**config.mk**
```make
export PLATFORM = sky130hd
export DESIGN_NAME = root_port_enum_sequencer
export DESIGN_NICKNAME = d
export VERILOG_FILES = /design/src/rtl/root_port_enum_sequencer.v
export VERILOG_INCLUDE_DIRS = /design/src /design/src/rtl
export SDC_FILE = /design/constraint.sdc
export NUM_CORES = 1
export LEC_CHECK = 0
export ABC_AREA = 0
export BUFFER_PORTS_ARGS = -buffer_cell sky130_fd_sc_hd__buf_2
export CAP_MARGIN = 10
export CORE_MARGIN = 4
export CORE_UTILIZATION = 45
export DETAILED_ROUTE_END_ITERATION = 12
export PLACE_DENSITY = 0.88
export SETUP_SLACK_MARGIN = 0.05
export SLEW_MARGIN = 25
export SYNTH_ARGS = -nofsm -noshare
export SYNTH_HDL_FRONTEND = slang
export SYNTH_SLANG_ARGS = --single-unit
```
**constraint.sdc**
```tcl
create_clock -name clk -period 5.4 [get_ports clk]
set_clock_uncertainty 0.15 [all_clocks]
set_input_delay 0.54 -clock clk [delete_from_list [all_inputs] [get_ports clk]]
set_output_delay 0.54 -clock clk [all_outputs]
set_load 0.01 [all_outputs]
```
**src/rtl/enum_map.vh**
```
// Purpose: Constants for the root port enumeration sequencer
// Assumes: 64-bit transmit and receive streams, 32-bit register port
// Notes:   Included by the sequencer and its testbench
`ifndef ENUM_MAP_VH
`define ENUM_MAP_VH

// ==========================================================
// Register map
`define ENUM_REG_CTRL       4'h0
`define ENUM_REG_STAT       4'h4
`define ENUM_CTRL_RESET     1'b1
`define ENUM_CTRL_AUTO      0
`define ENUM_CTRL_RESTART   1
`define ENUM_STAT_DONE      0
`define ENUM_STAT_FAIL      1
`define ENUM_STAT_TFAIL     2
`define ENUM_STAT_TPASS     3
`define ENUM_STAT_SPEED     4

// ==========================================================
// ROM header word fields
`define ROM_TYPE_HI         31
`define ROM_TYPE_LO         30
`define ROM_ROUTE_HI        29
`define ROM_ROUTE_LO        27
`define ROM_FUNC_HI         26
`define ROM_FUNC_LO         24
`define ROM_REG_HI          23
`define ROM_REG_LO          14
`define ROM_BE_HI           11
`define ROM_BE_LO           8
`define ROM_CODE_HI         7
`define ROM_CODE_LO         0
`define KIND_MSG            2'h0
`define KIND_MSG_DATA       2'h1
`define KIND_CFG_WR         2'h2
`define KIND_CFG_RD         2'h3

// ==========================================================
// TLP first dwords and fields
`define HDR_CFG_RD          32'h04000001
`define HDR_CFG_WR          32'h44000001
`define HDR_MSG             32'h30000000
`define HDR_MSG_DATA        32'h70000001
`define HDR_MEM_WR          32'h40000001
`define HDR_MEM_RD          32'h00000001
`define CPL_FMT_TYPE        7'h0A
`define CPLD_FMT_TYPE       7'h4A
`define CPL_STATUS_OK       3'h0
`define TGT_BUS             8'h01
`define TGT_DEV             5'h00
`define MEM_BE              8'h0F
`define KEEP_FULL           8'hFF
`define KEEP_LOW            8'h0F

// ==========================================================
// Defaults
`define DEF_SOURCE_ID       16'h0100
`define DEF_ROM_LINES       8
`define DEF_TOP_SPEED       2
`define SPEED_GEN2          2
`define TEST_BARS           4'h1
`define BAR0_ADDR           32'h10000000
`define BAR_STRIDE_SHIFT    12
`define TEST_PATTERN        32'hA5A50000

`endif

```
**src/rtl/root_port_enum_sequencer.v**
```verilog
// Purpose: Enumeration sequencer plus BAR test master for a root port
// Assumes: One clock; root port transmit and receive streams, 64 bits
// Notes:   Receive side is never throttled
//
// Design decisions made here: strobed register access and the register offsets.
`timescale 1ns/1ns
`default_nettype none
`include "enum_map.vh"

// Functional notes
// - Read ROM entries in order, build each TLP and transmit it.
// - Only message, message with data, config write and read Type 0.
// - After a config request, wait for its completion before continuing.
// - Mismatching completion header fields fail the enumeration.
// - Completion payload of config requests is never compared.
// - No completion timer; waiting lasts forever without error.
// - Build option adds one register stage on the receive stream.
// - Parameter gives populated ROM lines, two per TLP; stop after them.
// - Every request carries the SOURCE_ID from a parameter.
// - Sequencer owns stream during enumeration, then the BAR test master uses it.
// - At end raise done; on failure also raise fail.
// - If speed cap allows, request 2.5 to 5.0 Gb/s change first.
// - Header word at even address, 32-bit payload at next odd one.
// - Unused payload word for reads and plain messages is skipped.
// - Two-bit type; message routing and code; config function, reg, BE.
// - Test master waits for link up, then pulses begin.
// - After done, write and read back each BAR; all match gives pass.
// - Test fails on readback mismatch or enumeration failure.
// - One-cycle restart pulse reruns the test sequence.
// - Test master requests and completions carry exactly one dword.
module root_port_enum_sequencer #(
  parameter        RX_PIPE   = 0,
  parameter        ROM_LINES = `DEF_ROM_LINES,
  parameter [15:0] SOURCE_ID = `DEF_SOURCE_ID,
  parameter        TOP_SPEED = `DEF_TOP_SPEED
) (
  input  wire        clk,            // User clock, 100 MHz
  input  wire        rst,            // Synchronous reset, active high
  input  wire        link_up,        // Root port link up
  input  wire        restart,        // Test restart pulse
  input  wire        speed_done,     // Speed change finished pulse
  output reg         speed_req,      // Speed change request level
  output reg         tx_tvalid,      // Transmit stream valid
  input  wire        tx_tready,      // Transmit stream ready
  output reg  [63:0] tx_tdata,       // Transmit stream data
  output reg  [7:0]  tx_tkeep,       // Transmit byte keep
  output reg         tx_tlast,       // Transmit last beat
  input  wire        rx_tvalid,      // Receive stream valid
  input  wire [63:0] rx_tdata,       // Receive stream data
  input  wire [7:0]  rx_tkeep,       // Receive byte keep
  input  wire        rx_tlast,       // Receive last beat
  output reg         enum_done,      // Enumeration finished
  output reg         enum_fail,      // Enumeration failed
  output reg         test_passed,    // BAR test passed
  output reg         test_failed,    // BAR test failed
  input  wire [3:0]  reg_addr,       // Register byte address
  input  wire [31:0] reg_wdata,      // Register write data
  input  wire        reg_wr,         // Register write strobe
  input  wire        reg_rd,         // Register read strobe
  output reg  [31:0] reg_rdata       // Read data, cycle after strobe
);

  localparam [3:0] S_IDLE  = 4'h0;
  localparam [3:0] S_BEGIN = 4'h1;
  localparam [3:0] S_SPEED = 4'h2;
  localparam [3:0] S_FETCH = 4'h3;
  localparam [3:0] S_SEND  = 4'h4;
  localparam [3:0] S_WAIT  = 4'h5;
  localparam [3:0] S_CEND  = 4'h6;
  localparam [3:0] S_TLOAD = 4'h7;
  localparam [3:0] S_TEND  = 4'h8;

  reg  [3:0]  state;
  reg  [4:0]  rom_ptr;
  reg         begin_pulse;
  reg         auto_start;
  reg  [7:0]  tag;
  reg  [31:0] h0;
  reg  [31:0] h1;
  reg  [31:0] h2;
  reg  [31:0] h3;
  reg  [31:0] pl;
  reg         has_data;
  reg         four_dw;
  reg  [1:0]  beat_idx;
  reg         need_cpl;
  reg         test_phase;
  reg         test_rd;
  reg  [3:0]  bar_idx;
  reg         cpl_first;
  reg         cpl_ok;
  reg  [6:0]  cpl_kind;
  reg  [63:0] nb_data;
  reg  [7:0]  nb_keep;
  reg         nb_last;
  reg         p_valid;
  reg  [63:0] p_data;
  reg  [7:0]  p_keep;
  reg         p_last;
  wire        r_valid;
  wire [63:0] r_data;
  wire        r_last;
  wire [31:0] hdr_w;
  wire [31:0] pay_w;
  wire [1:0]  kind;
  wire [31:0] bar_addr;
  wire [31:0] pattern;
  wire        sw_restart;

  // ==========================================================
  // Configuration ROM
  function [31:0] rom_word;
    input [4:0] idx;
    begin
      case (idx)
        5'h00:   rom_word = 32'h80010F00;
        5'h01:   rom_word = `BAR0_ADDR;
        5'h02:   rom_word = 32'h80004F00;
        5'h03:   rom_word = 32'h00000006;
        5'h04:   rom_word = 32'hC0000F00;
        5'h05:   rom_word = 32'h00000000;
        5'h06:   rom_word = 32'h20000050;
        5'h07:   rom_word = 32'h00000000;
        default: rom_word = 32'h00000000;
      endcase
    end
  endfunction

  assign hdr_w = rom_word(rom_ptr);
  assign pay_w = rom_word(rom_ptr + 5'h01);
  assign kind  = hdr_w[`ROM_TYPE_HI:`ROM_TYPE_LO];
  assign bar_addr = `BAR0_ADDR + ({28'h0, bar_idx} << `BAR_STRIDE_SHIFT);
  assign pattern  = `TEST_PATTERN | {28'h0, bar_idx};
  assign sw_restart = reg_wr && (reg_addr == `ENUM_REG_CTRL)
                      && reg_wdata[`ENUM_CTRL_RESTART];

  // ==========================================================
  // Optional receive register stage
  always @(posedge clk) begin
    if (rst) begin
      p_valid <= 1'b0;
      p_data  <= 64'h0;
      p_keep  <= 8'h00;
      p_last  <= 1'b0;
    end else begin
      p_valid <= rx_tvalid;
      p_data  <= rx_tdata;
      p_keep  <= rx_tkeep;
      p_last  <= rx_tlast;
    end
  end

  assign r_valid = (RX_PIPE != 0) ? p_valid : rx_tvalid;
  assign r_data  = (RX_PIPE != 0) ? p_data  : rx_tdata;
  assign r_last  = (RX_PIPE != 0) ? p_last  : rx_tlast;

  // ==========================================================
  // Beat builder: 3DW header plus payload, or 4DW message
  always @* begin
    nb_data = {h1, h0};
    nb_keep = `KEEP_FULL;
    nb_last = 1'b0;
    case (beat_idx)
      2'h0: begin
        nb_data = {h1, h0};
      end
      2'h1: begin
        if (four_dw) begin
          nb_data = {h3, h2};
          nb_last = !has_data;
        end else begin
          nb_data = {pl, h2};
          nb_keep = has_data ? `KEEP_FULL : `KEEP_LOW;
          nb_last = 1'b1;
        end
      end
      default: begin
        nb_data = {32'h0, pl};
        nb_keep = `KEEP_LOW;
        nb_last = 1'b1;
      end
    endcase
  end

  // ==========================================================
  // Sequencer and test master
  always @(posedge clk) begin
    if (rst) begin
      state       <= S_IDLE;
      rom_ptr     <= 5'h00;
      begin_pulse <= 1'b0;
      tag         <= 8'h00;
      h0          <= 32'h0;
      h1          <= 32'h0;
      h2          <= 32'h0;
      h3          <= 32'h0;
      pl          <= 32'h0;
      has_data    <= 1'b0;
      four_dw     <= 1'b0;
      beat_idx    <= 2'h0;
      need_cpl    <= 1'b0;
      test_phase  <= 1'b0;
      test_rd     <= 1'b0;
      bar_idx     <= 4'h0;
      cpl_first   <= 1'b1;
      cpl_ok      <= 1'b1;
      cpl_kind    <= 7'h00;
      speed_req   <= 1'b0;
      tx_tvalid   <= 1'b0;
      tx_tdata    <= 64'h0;
      tx_tkeep    <= 8'h00;
      tx_tlast    <= 1'b0;
      enum_done   <= 1'b0;
      enum_fail   <= 1'b0;
      test_passed <= 1'b0;
      test_failed <= 1'b0;
    end else begin
      begin_pulse <= 1'b0;
      if ((restart || sw_restart) && enum_done && !tx_tvalid) begin
        state       <= S_CEND;
        test_passed <= 1'b0;
        test_failed <= 1'b0;
      end else begin
        case (state)
          S_IDLE: begin
            if (link_up && auto_start) begin
              begin_pulse <= 1'b1;
              state       <= S_BEGIN;
            end
          end
          S_BEGIN: begin
            if (begin_pulse) begin
              if (TOP_SPEED >= `SPEED_GEN2) begin
                speed_req <= 1'b1;
                state     <= S_SPEED;
              end else begin
                state <= S_FETCH;
              end
            end
          end
          S_SPEED: begin
            if (speed_done) begin
              speed_req <= 1'b0;
              state     <= S_FETCH;
            end
          end
          S_FETCH: begin
            if ({27'h0, rom_ptr} >= ROM_LINES) begin
              state <= S_CEND;
            end else begin
              rom_ptr  <= rom_ptr + 5'h02;
              tag      <= tag + 8'h01;
              pl       <= pay_w;
              beat_idx <= 2'h0;
              h1 <= {SOURCE_ID, tag, 4'h0,
                     hdr_w[`ROM_BE_HI:`ROM_BE_LO]};
              h2 <= {`TGT_BUS, `TGT_DEV,
                     hdr_w[`ROM_FUNC_HI:`ROM_FUNC_LO], 4'h0,
                     hdr_w[`ROM_REG_HI:`ROM_REG_LO], 2'h0};
              h3 <= 32'h0;
              state <= S_SEND;
              case (kind)
                `KIND_CFG_WR: begin
                  h0       <= `HDR_CFG_WR;
                  has_data <= 1'b1;
                  four_dw  <= 1'b0;
                  need_cpl <= 1'b1;
                  cpl_kind <= `CPL_FMT_TYPE;
                end
                `KIND_CFG_RD: begin
                  h0       <= `HDR_CFG_RD;
                  has_data <= 1'b0;
                  four_dw  <= 1'b0;
                  need_cpl <= 1'b1;
                  cpl_kind <= `CPLD_FMT_TYPE;
                end
                default: begin
                  h0 <= (kind == `KIND_MSG_DATA) ? `HDR_MSG_DATA
                        : `HDR_MSG;
                  h0[26:24] <= hdr_w[`ROM_ROUTE_HI:`ROM_ROUTE_LO];
                  h1 <= {SOURCE_ID, tag,
                         hdr_w[`ROM_CODE_HI:`ROM_CODE_LO]};
                  h2 <= 32'h0;
                  has_data <= (kind == `KIND_MSG_DATA);
                  four_dw  <= 1'b1;
                  need_cpl <= 1'b0;
                end
              endcase
            end
          end
          S_SEND: begin
            if (tx_tvalid && tx_tready && tx_tlast) begin
              tx_tvalid <= 1'b0;
              cpl_first <= 1'b1;
              cpl_ok    <= 1'b1;
              if (need_cpl) begin
                state <= S_WAIT;
              end else begin
                state <= test_phase ? S_TLOAD : S_FETCH;
              end
            end else if (!tx_tvalid || tx_tready) begin
              tx_tvalid <= 1'b1;
              tx_tdata  <= nb_data;
              tx_tkeep  <= nb_keep;
              tx_tlast  <= nb_last;
              beat_idx  <= beat_idx + 2'h1;
            end
          end
          S_WAIT: begin
            // Waits with no timer for the completion
            if (r_valid) begin
              if (cpl_first) begin
                cpl_first <= 1'b0;
                if (r_data[30:24] != cpl_kind ||
                    r_data[47:45] != `CPL_STATUS_OK ||
                    r_last)
                  cpl_ok <= 1'b0;
                if (r_last) begin
                  state <= test_phase ? S_TEND : S_CEND;
                  if (test_phase)
                    test_failed <= 1'b1;
                  else
                    {enum_done, enum_fail} <= 2'b11;
                end
              end else begin
                if (test_phase) begin
                  if (!cpl_ok || r_data[63:32] != pattern) begin
                    test_failed <= 1'b1;
                    state       <= S_TEND;
                  end else begin
                    bar_idx <= bar_idx + 4'h1;
                    test_rd <= 1'b0;
                    state   <= S_TLOAD;
                  end
                end else if (!cpl_ok ||
                             r_data[31:16] != SOURCE_ID ||
                             r_data[15:8] != h1[15:8]) begin
                  {enum_done, enum_fail} <= 2'b11;
                  state     <= S_CEND;
                end else begin
                  state <= S_FETCH;
                end
              end
            end
          end
          S_CEND: begin
            enum_done  <= 1'b1;
            test_phase <= 1'b1;
            bar_idx    <= 4'h0;
            test_rd    <= 1'b0;
            if (enum_fail) begin
              test_failed <= 1'b1;
              state       <= S_TEND;
            end else begin
              state <= S_TLOAD;
            end
          end
          S_TLOAD: begin
            if (bar_idx == `TEST_BARS) begin
              test_passed <= 1'b1;
              state       <= S_TEND;
            end else begin
              tag      <= tag + 8'h01;
              h0       <= test_rd ? `HDR_MEM_RD : `HDR_MEM_WR;
              h1       <= {SOURCE_ID, tag, `MEM_BE};
              h2       <= bar_addr;
              h3       <= 32'h0;
              pl       <= pattern;
              has_data <= !test_rd;
              four_dw  <= 1'b0;
              need_cpl <= test_rd;
              cpl_kind <= `CPLD_FMT_TYPE;
              beat_idx <= 2'h0;
              test_rd  <= 1'b1;
              state    <= S_SEND;
            end
          end
          S_TEND: begin
            state <= S_TEND;
          end
          default: begin
            state <= S_IDLE;
          end
        endcase
      end
    end
  end

  // ==========================================================
  // Register port
  always @(posedge clk) begin
    if (rst) begin
      auto_start <= `ENUM_CTRL_RESET;
      reg_rdata  <= 32'h0;
    end else begin
      if (reg_wr && reg_addr == `ENUM_REG_CTRL)
        auto_start <= reg_wdata[`ENUM_CTRL_AUTO];
      reg_rdata <= 32'h0;
      if (reg_rd) begin
        case (reg_addr)
          `ENUM_REG_CTRL: reg_rdata <= {31'h0, auto_start};
          `ENUM_REG_STAT: reg_rdata <= {20'h0, state, 3'h0, speed_req,
                                        test_passed, test_failed,
                                        enum_fail, enum_done};
          default:        reg_rdata <= 32'h0;
        endcase
      end
    end
  end

endmodule
`default_nettype wire

```
==> impl_metrics.yaml <==
placed_design:
  io_buffers: 137
  dp_cells: 904
  dpl_worst_slack_ns: 2.40
  gp_congestion: 0.918
  hpwl_microns: 9750
critical_path:
  r2r.worst_path.cells: 5
  worst_setup_path_end_kind: "flop"
  regToRegSetupSlack_ns: 2.54
  critPathMaxFanout: 30
  critPathKind: "reg2reg"
  reg2reg_to: "tx_tdata[35]"
  critPathLaunch: "state[2]"
  critPathSlowestCell: "or3b_2"
  critPathLaunchType: "flop"
  crit_chain: "nor2b_1 -> nand3_1 -> or3b_2 -> a21oi_1 -> a211oi_1"
  cp.arrival_ns: 2.92
  critPathMaxStageDelay_ns: 0.78
  required_ns: 5.47
  reg2reg_from: "state[2]"
hold_path:
  min_from: "reg_wdata[0]"
  min_path_cells: 2
  hold_path_end: "auto_start"
  min_path_type: "in2reg"
floorplanning:
  die_area_sq_um: 14000
  die_h_microns: 118
  start_util: 0.459
  ios: 229
  die_x_microns: 118
  row_count: 40
  core-area_sq_um: 12000
timing:
  fin_crit_ns: 2.86
  hold_violations: 0
  setup_ws_ns: 2.54
  setup_viol: 0
  finalSetupTns_ns: 0
  relSlewSlack: 0.466
  finalCritPeriodShare: 0.529
  worst_pin_slew_ns: 0.801
  rsz0062_at_grt: "no"
  whs_ns: 0.282
  slew_violations: 0
  fmax_mhz: 350
pwr:
  seqPwrFrac: 0.478
  internal_power_w: 0.00134
  leakagePower_nw: 2.54
  ir_drop_v: 0.000152
  share_comb_of_total_power: 0.146
  power.switching_w: 0.000542
  p_sw_frac: 0.288
  p_clk_frac: 0.376
  power.density_nw_per_um2: 301
route:
  routedWlPerCell_microns: 14.5
  vias: 4894
  drc: 0
  dr.pass1.iters: 5
  routed_via_density: 5.32
  drt_iter0_drc: 293
  wirelength_microns: 13300
  ant_nets: 0
cts:
  root_buffer: "clkbuf_16"
  post_cts_buffers: 0
  clk_pin_slew_ns: 0.07
  clock_latency_ns: 0.35
  postCtsHoldBufs: 0
  clock_path_buffers: 2
  h-tree-depth: 3
  cts_tree: "yes"
  cts_buffers: 9
  ctsResizeCount: 0
  cts_sinks: 111
finish:
  diodes: 0
  nets: 896
  fin_cells: 920
  drive_above_1_share: 0.216
  area_growth_syn_to_layout_pct: 13.9
global_routing:
  grt_busiest_layer: "met2"
  grt_max_degree: 46
  antenna_found_initial: 0
  grt_pass1_wl_microns: 21800
  use_met1: 0.241
  grt_pass1_vias: 4502
  met2_usage: 0.315
  use_met3: 0.0325
  gr-total-overflow: 0
  grt_usage: 0.185
synthesis:
  syn_area_sq_um: 5490
  synth.distinct_cells: 56
  avgSynthCellArea_sq_um: 8.15
  async_flop_share: 0
  ys_seq_area_frac: 0.404
  synth_ff_type: "dfxtp_1"
  yosysWarnings: 0
  ys_ff_latch: 111
  syn_inst: 674
  synth-edff-count: 0
flow_run:
  drv_cap: 0
outcome:
  outcome: "finished clean"
==> power groups by stage <==
stage	Sequential (W)	Combinational (W)	Clock (W)
after global placement	0.000918	0.000265	0
after detailed placement	0.000919	0.000271	0
after CTS	0.000899	0.000273	0.000720
after global routing	0.000907	0.000307	0.000755
final	0.000900	0.000275	0.000709
after floorplan	0.000898	0.000233	0
==> per-layer routing <==
layer	vias to the layer above	wire (microns)
li1	2442	-
met1	2291	5850
met2	149	6650
met3	12	686
met4	0	145
met5	-	0
==> cell type report <==
type / instances / area (sq um)
multi-input combinational: 492 / 2770
timing repair buffer: 142 / 723
clock inverter: 7 / 95.1
inverter: 12 / 45.0
sequential: 111 / 2220
clock buffer: 9 / 225
fill: 1118 / 5700
tap: 147 / 184
==> synth_stat cells (all sizes together) (2+ instances only) <==
cell / n / area [sq um]
nor4b: 4 / 35.0
nand3: 48 / 240
ha: 10 / 125
dfxtp: 111 / 2220
and3b: 3 / 26.3
nand2b: 8 / 50.1
a211oi: 16 / 120
xnor2: 15 / 131
o21ai: 12 / 60.1
inv: 12 / 45.0
o211ai: 5 / 37.5
nor3b: 7 / 52.6
nor2b: 6 / 37.5
buf: 69 / 507
or3: 5 / 31.3
a32o: 2 / 20.0
and4bb: 3 / 37.5
a31oi: 6 / 37.5
clkbuf: 34 / 128
a311oi: 5 / 43.8
nor2: 54 / 203
nand2: 83 / 312
a41oi: 2 / 17.5
and3: 3 / 18.8
nand4: 8 / 50.1
a21boi: 2 / 15.0
or4: 4 / 30.0
xor2: 2 / 17.5
a21oi: 66 / 330
a221oi: 6 / 52.6
nor3: 16 / 80.1
nor4: 5 / 37.5
nand3b: 2 / 15.0
nor4bb: 3 / 30.0
mux2i: 5 / 50.1
and2: 15 / 93.8
==> sequential cells by signal (all words and copies together) (netlist names), 4 cells and up, named ones only <==
signal,cells
h1,11
pl,4
h2,7
reg_rdata,9
tag,8
tx_tdata,31
bar_idx,4
rom_ptr,4
state,4
==> worst max path at each step <==
| stage | cells past startpoint | slack, ns | endpoint |
|---|---|---|---|
| after floorplan | 6 | 2.96 | bar_idx[1] |
| after global placement | 7 | 2.44 | flop |
| after detailed placement | 7 | 2.40 | flop |
| after CTS | 7 | 2.54 | tag[4] |
| after global routing | 5 | 2.31 | tx_tdata[35] |
| final | 5 | 2.54 | tx_tdata[35] |
==> worst max-delay path: cells and delay by family (launching register included) <==
kind	cells	cell delay [ns]
and+or+nand+nor	3	1.50
DFF	1	0.57
AOI/OAI and AO/OA	2	0.49
==> cells in the final DEF, fill, tap and decap left out, types with 9 or more instances in the layout <==
cell type | Yosys | layout
buf_2 | 6 | 137
dfxtp_1 | 111 | 111
nand2_1 | 83 | 82
a21oi_1 | 66 | 66
nor2_1 | 54 | 54
nand3_1 | 48 | 48
conb_1 | 1 | 45
nor3_1 | 16 | 16
a211oi_1 | 16 | 16
and2_1 | 15 | 15
xnor2_1 | 15 | 15
inv_1 | 12 | 12
o21ai_0 | 12 | 12
ha_1 | 10 | 10
clkbuf_16 | 0 | 9
==> kinds of logic (layout without fill, tap and decap cells) <==
kind of cell,after synthesis,after routing,share of synthesized area
simple gates,281,281,0.258
fa+ha+maj,10,10,0.0228
mux,5,5,0.00911
flops,111,111,0.404
other cells,1,45,0.000683
buf+inv,115,170,0.124
xor+xnor,17,17,0.0271
compound gates,134,134,0.154
==> metrics by stage <==
step | area [sq um] | power (W) | utilization
2_1_floorplan | 5660 | 0.00113 | -
3_3_place_gp | 5940 | 0.00118 | 0.496
3_5_place_dp | 5940 | 0.00119 | 0.496
4_1_cts | 6260 | 0.00189 | 0.523
5_1_grt | 6260 | 0.00197 | 0.523
6_report | 6260 | 0.00188 | 0.523
Note: power is estimated with default switching activity, not from simulation.
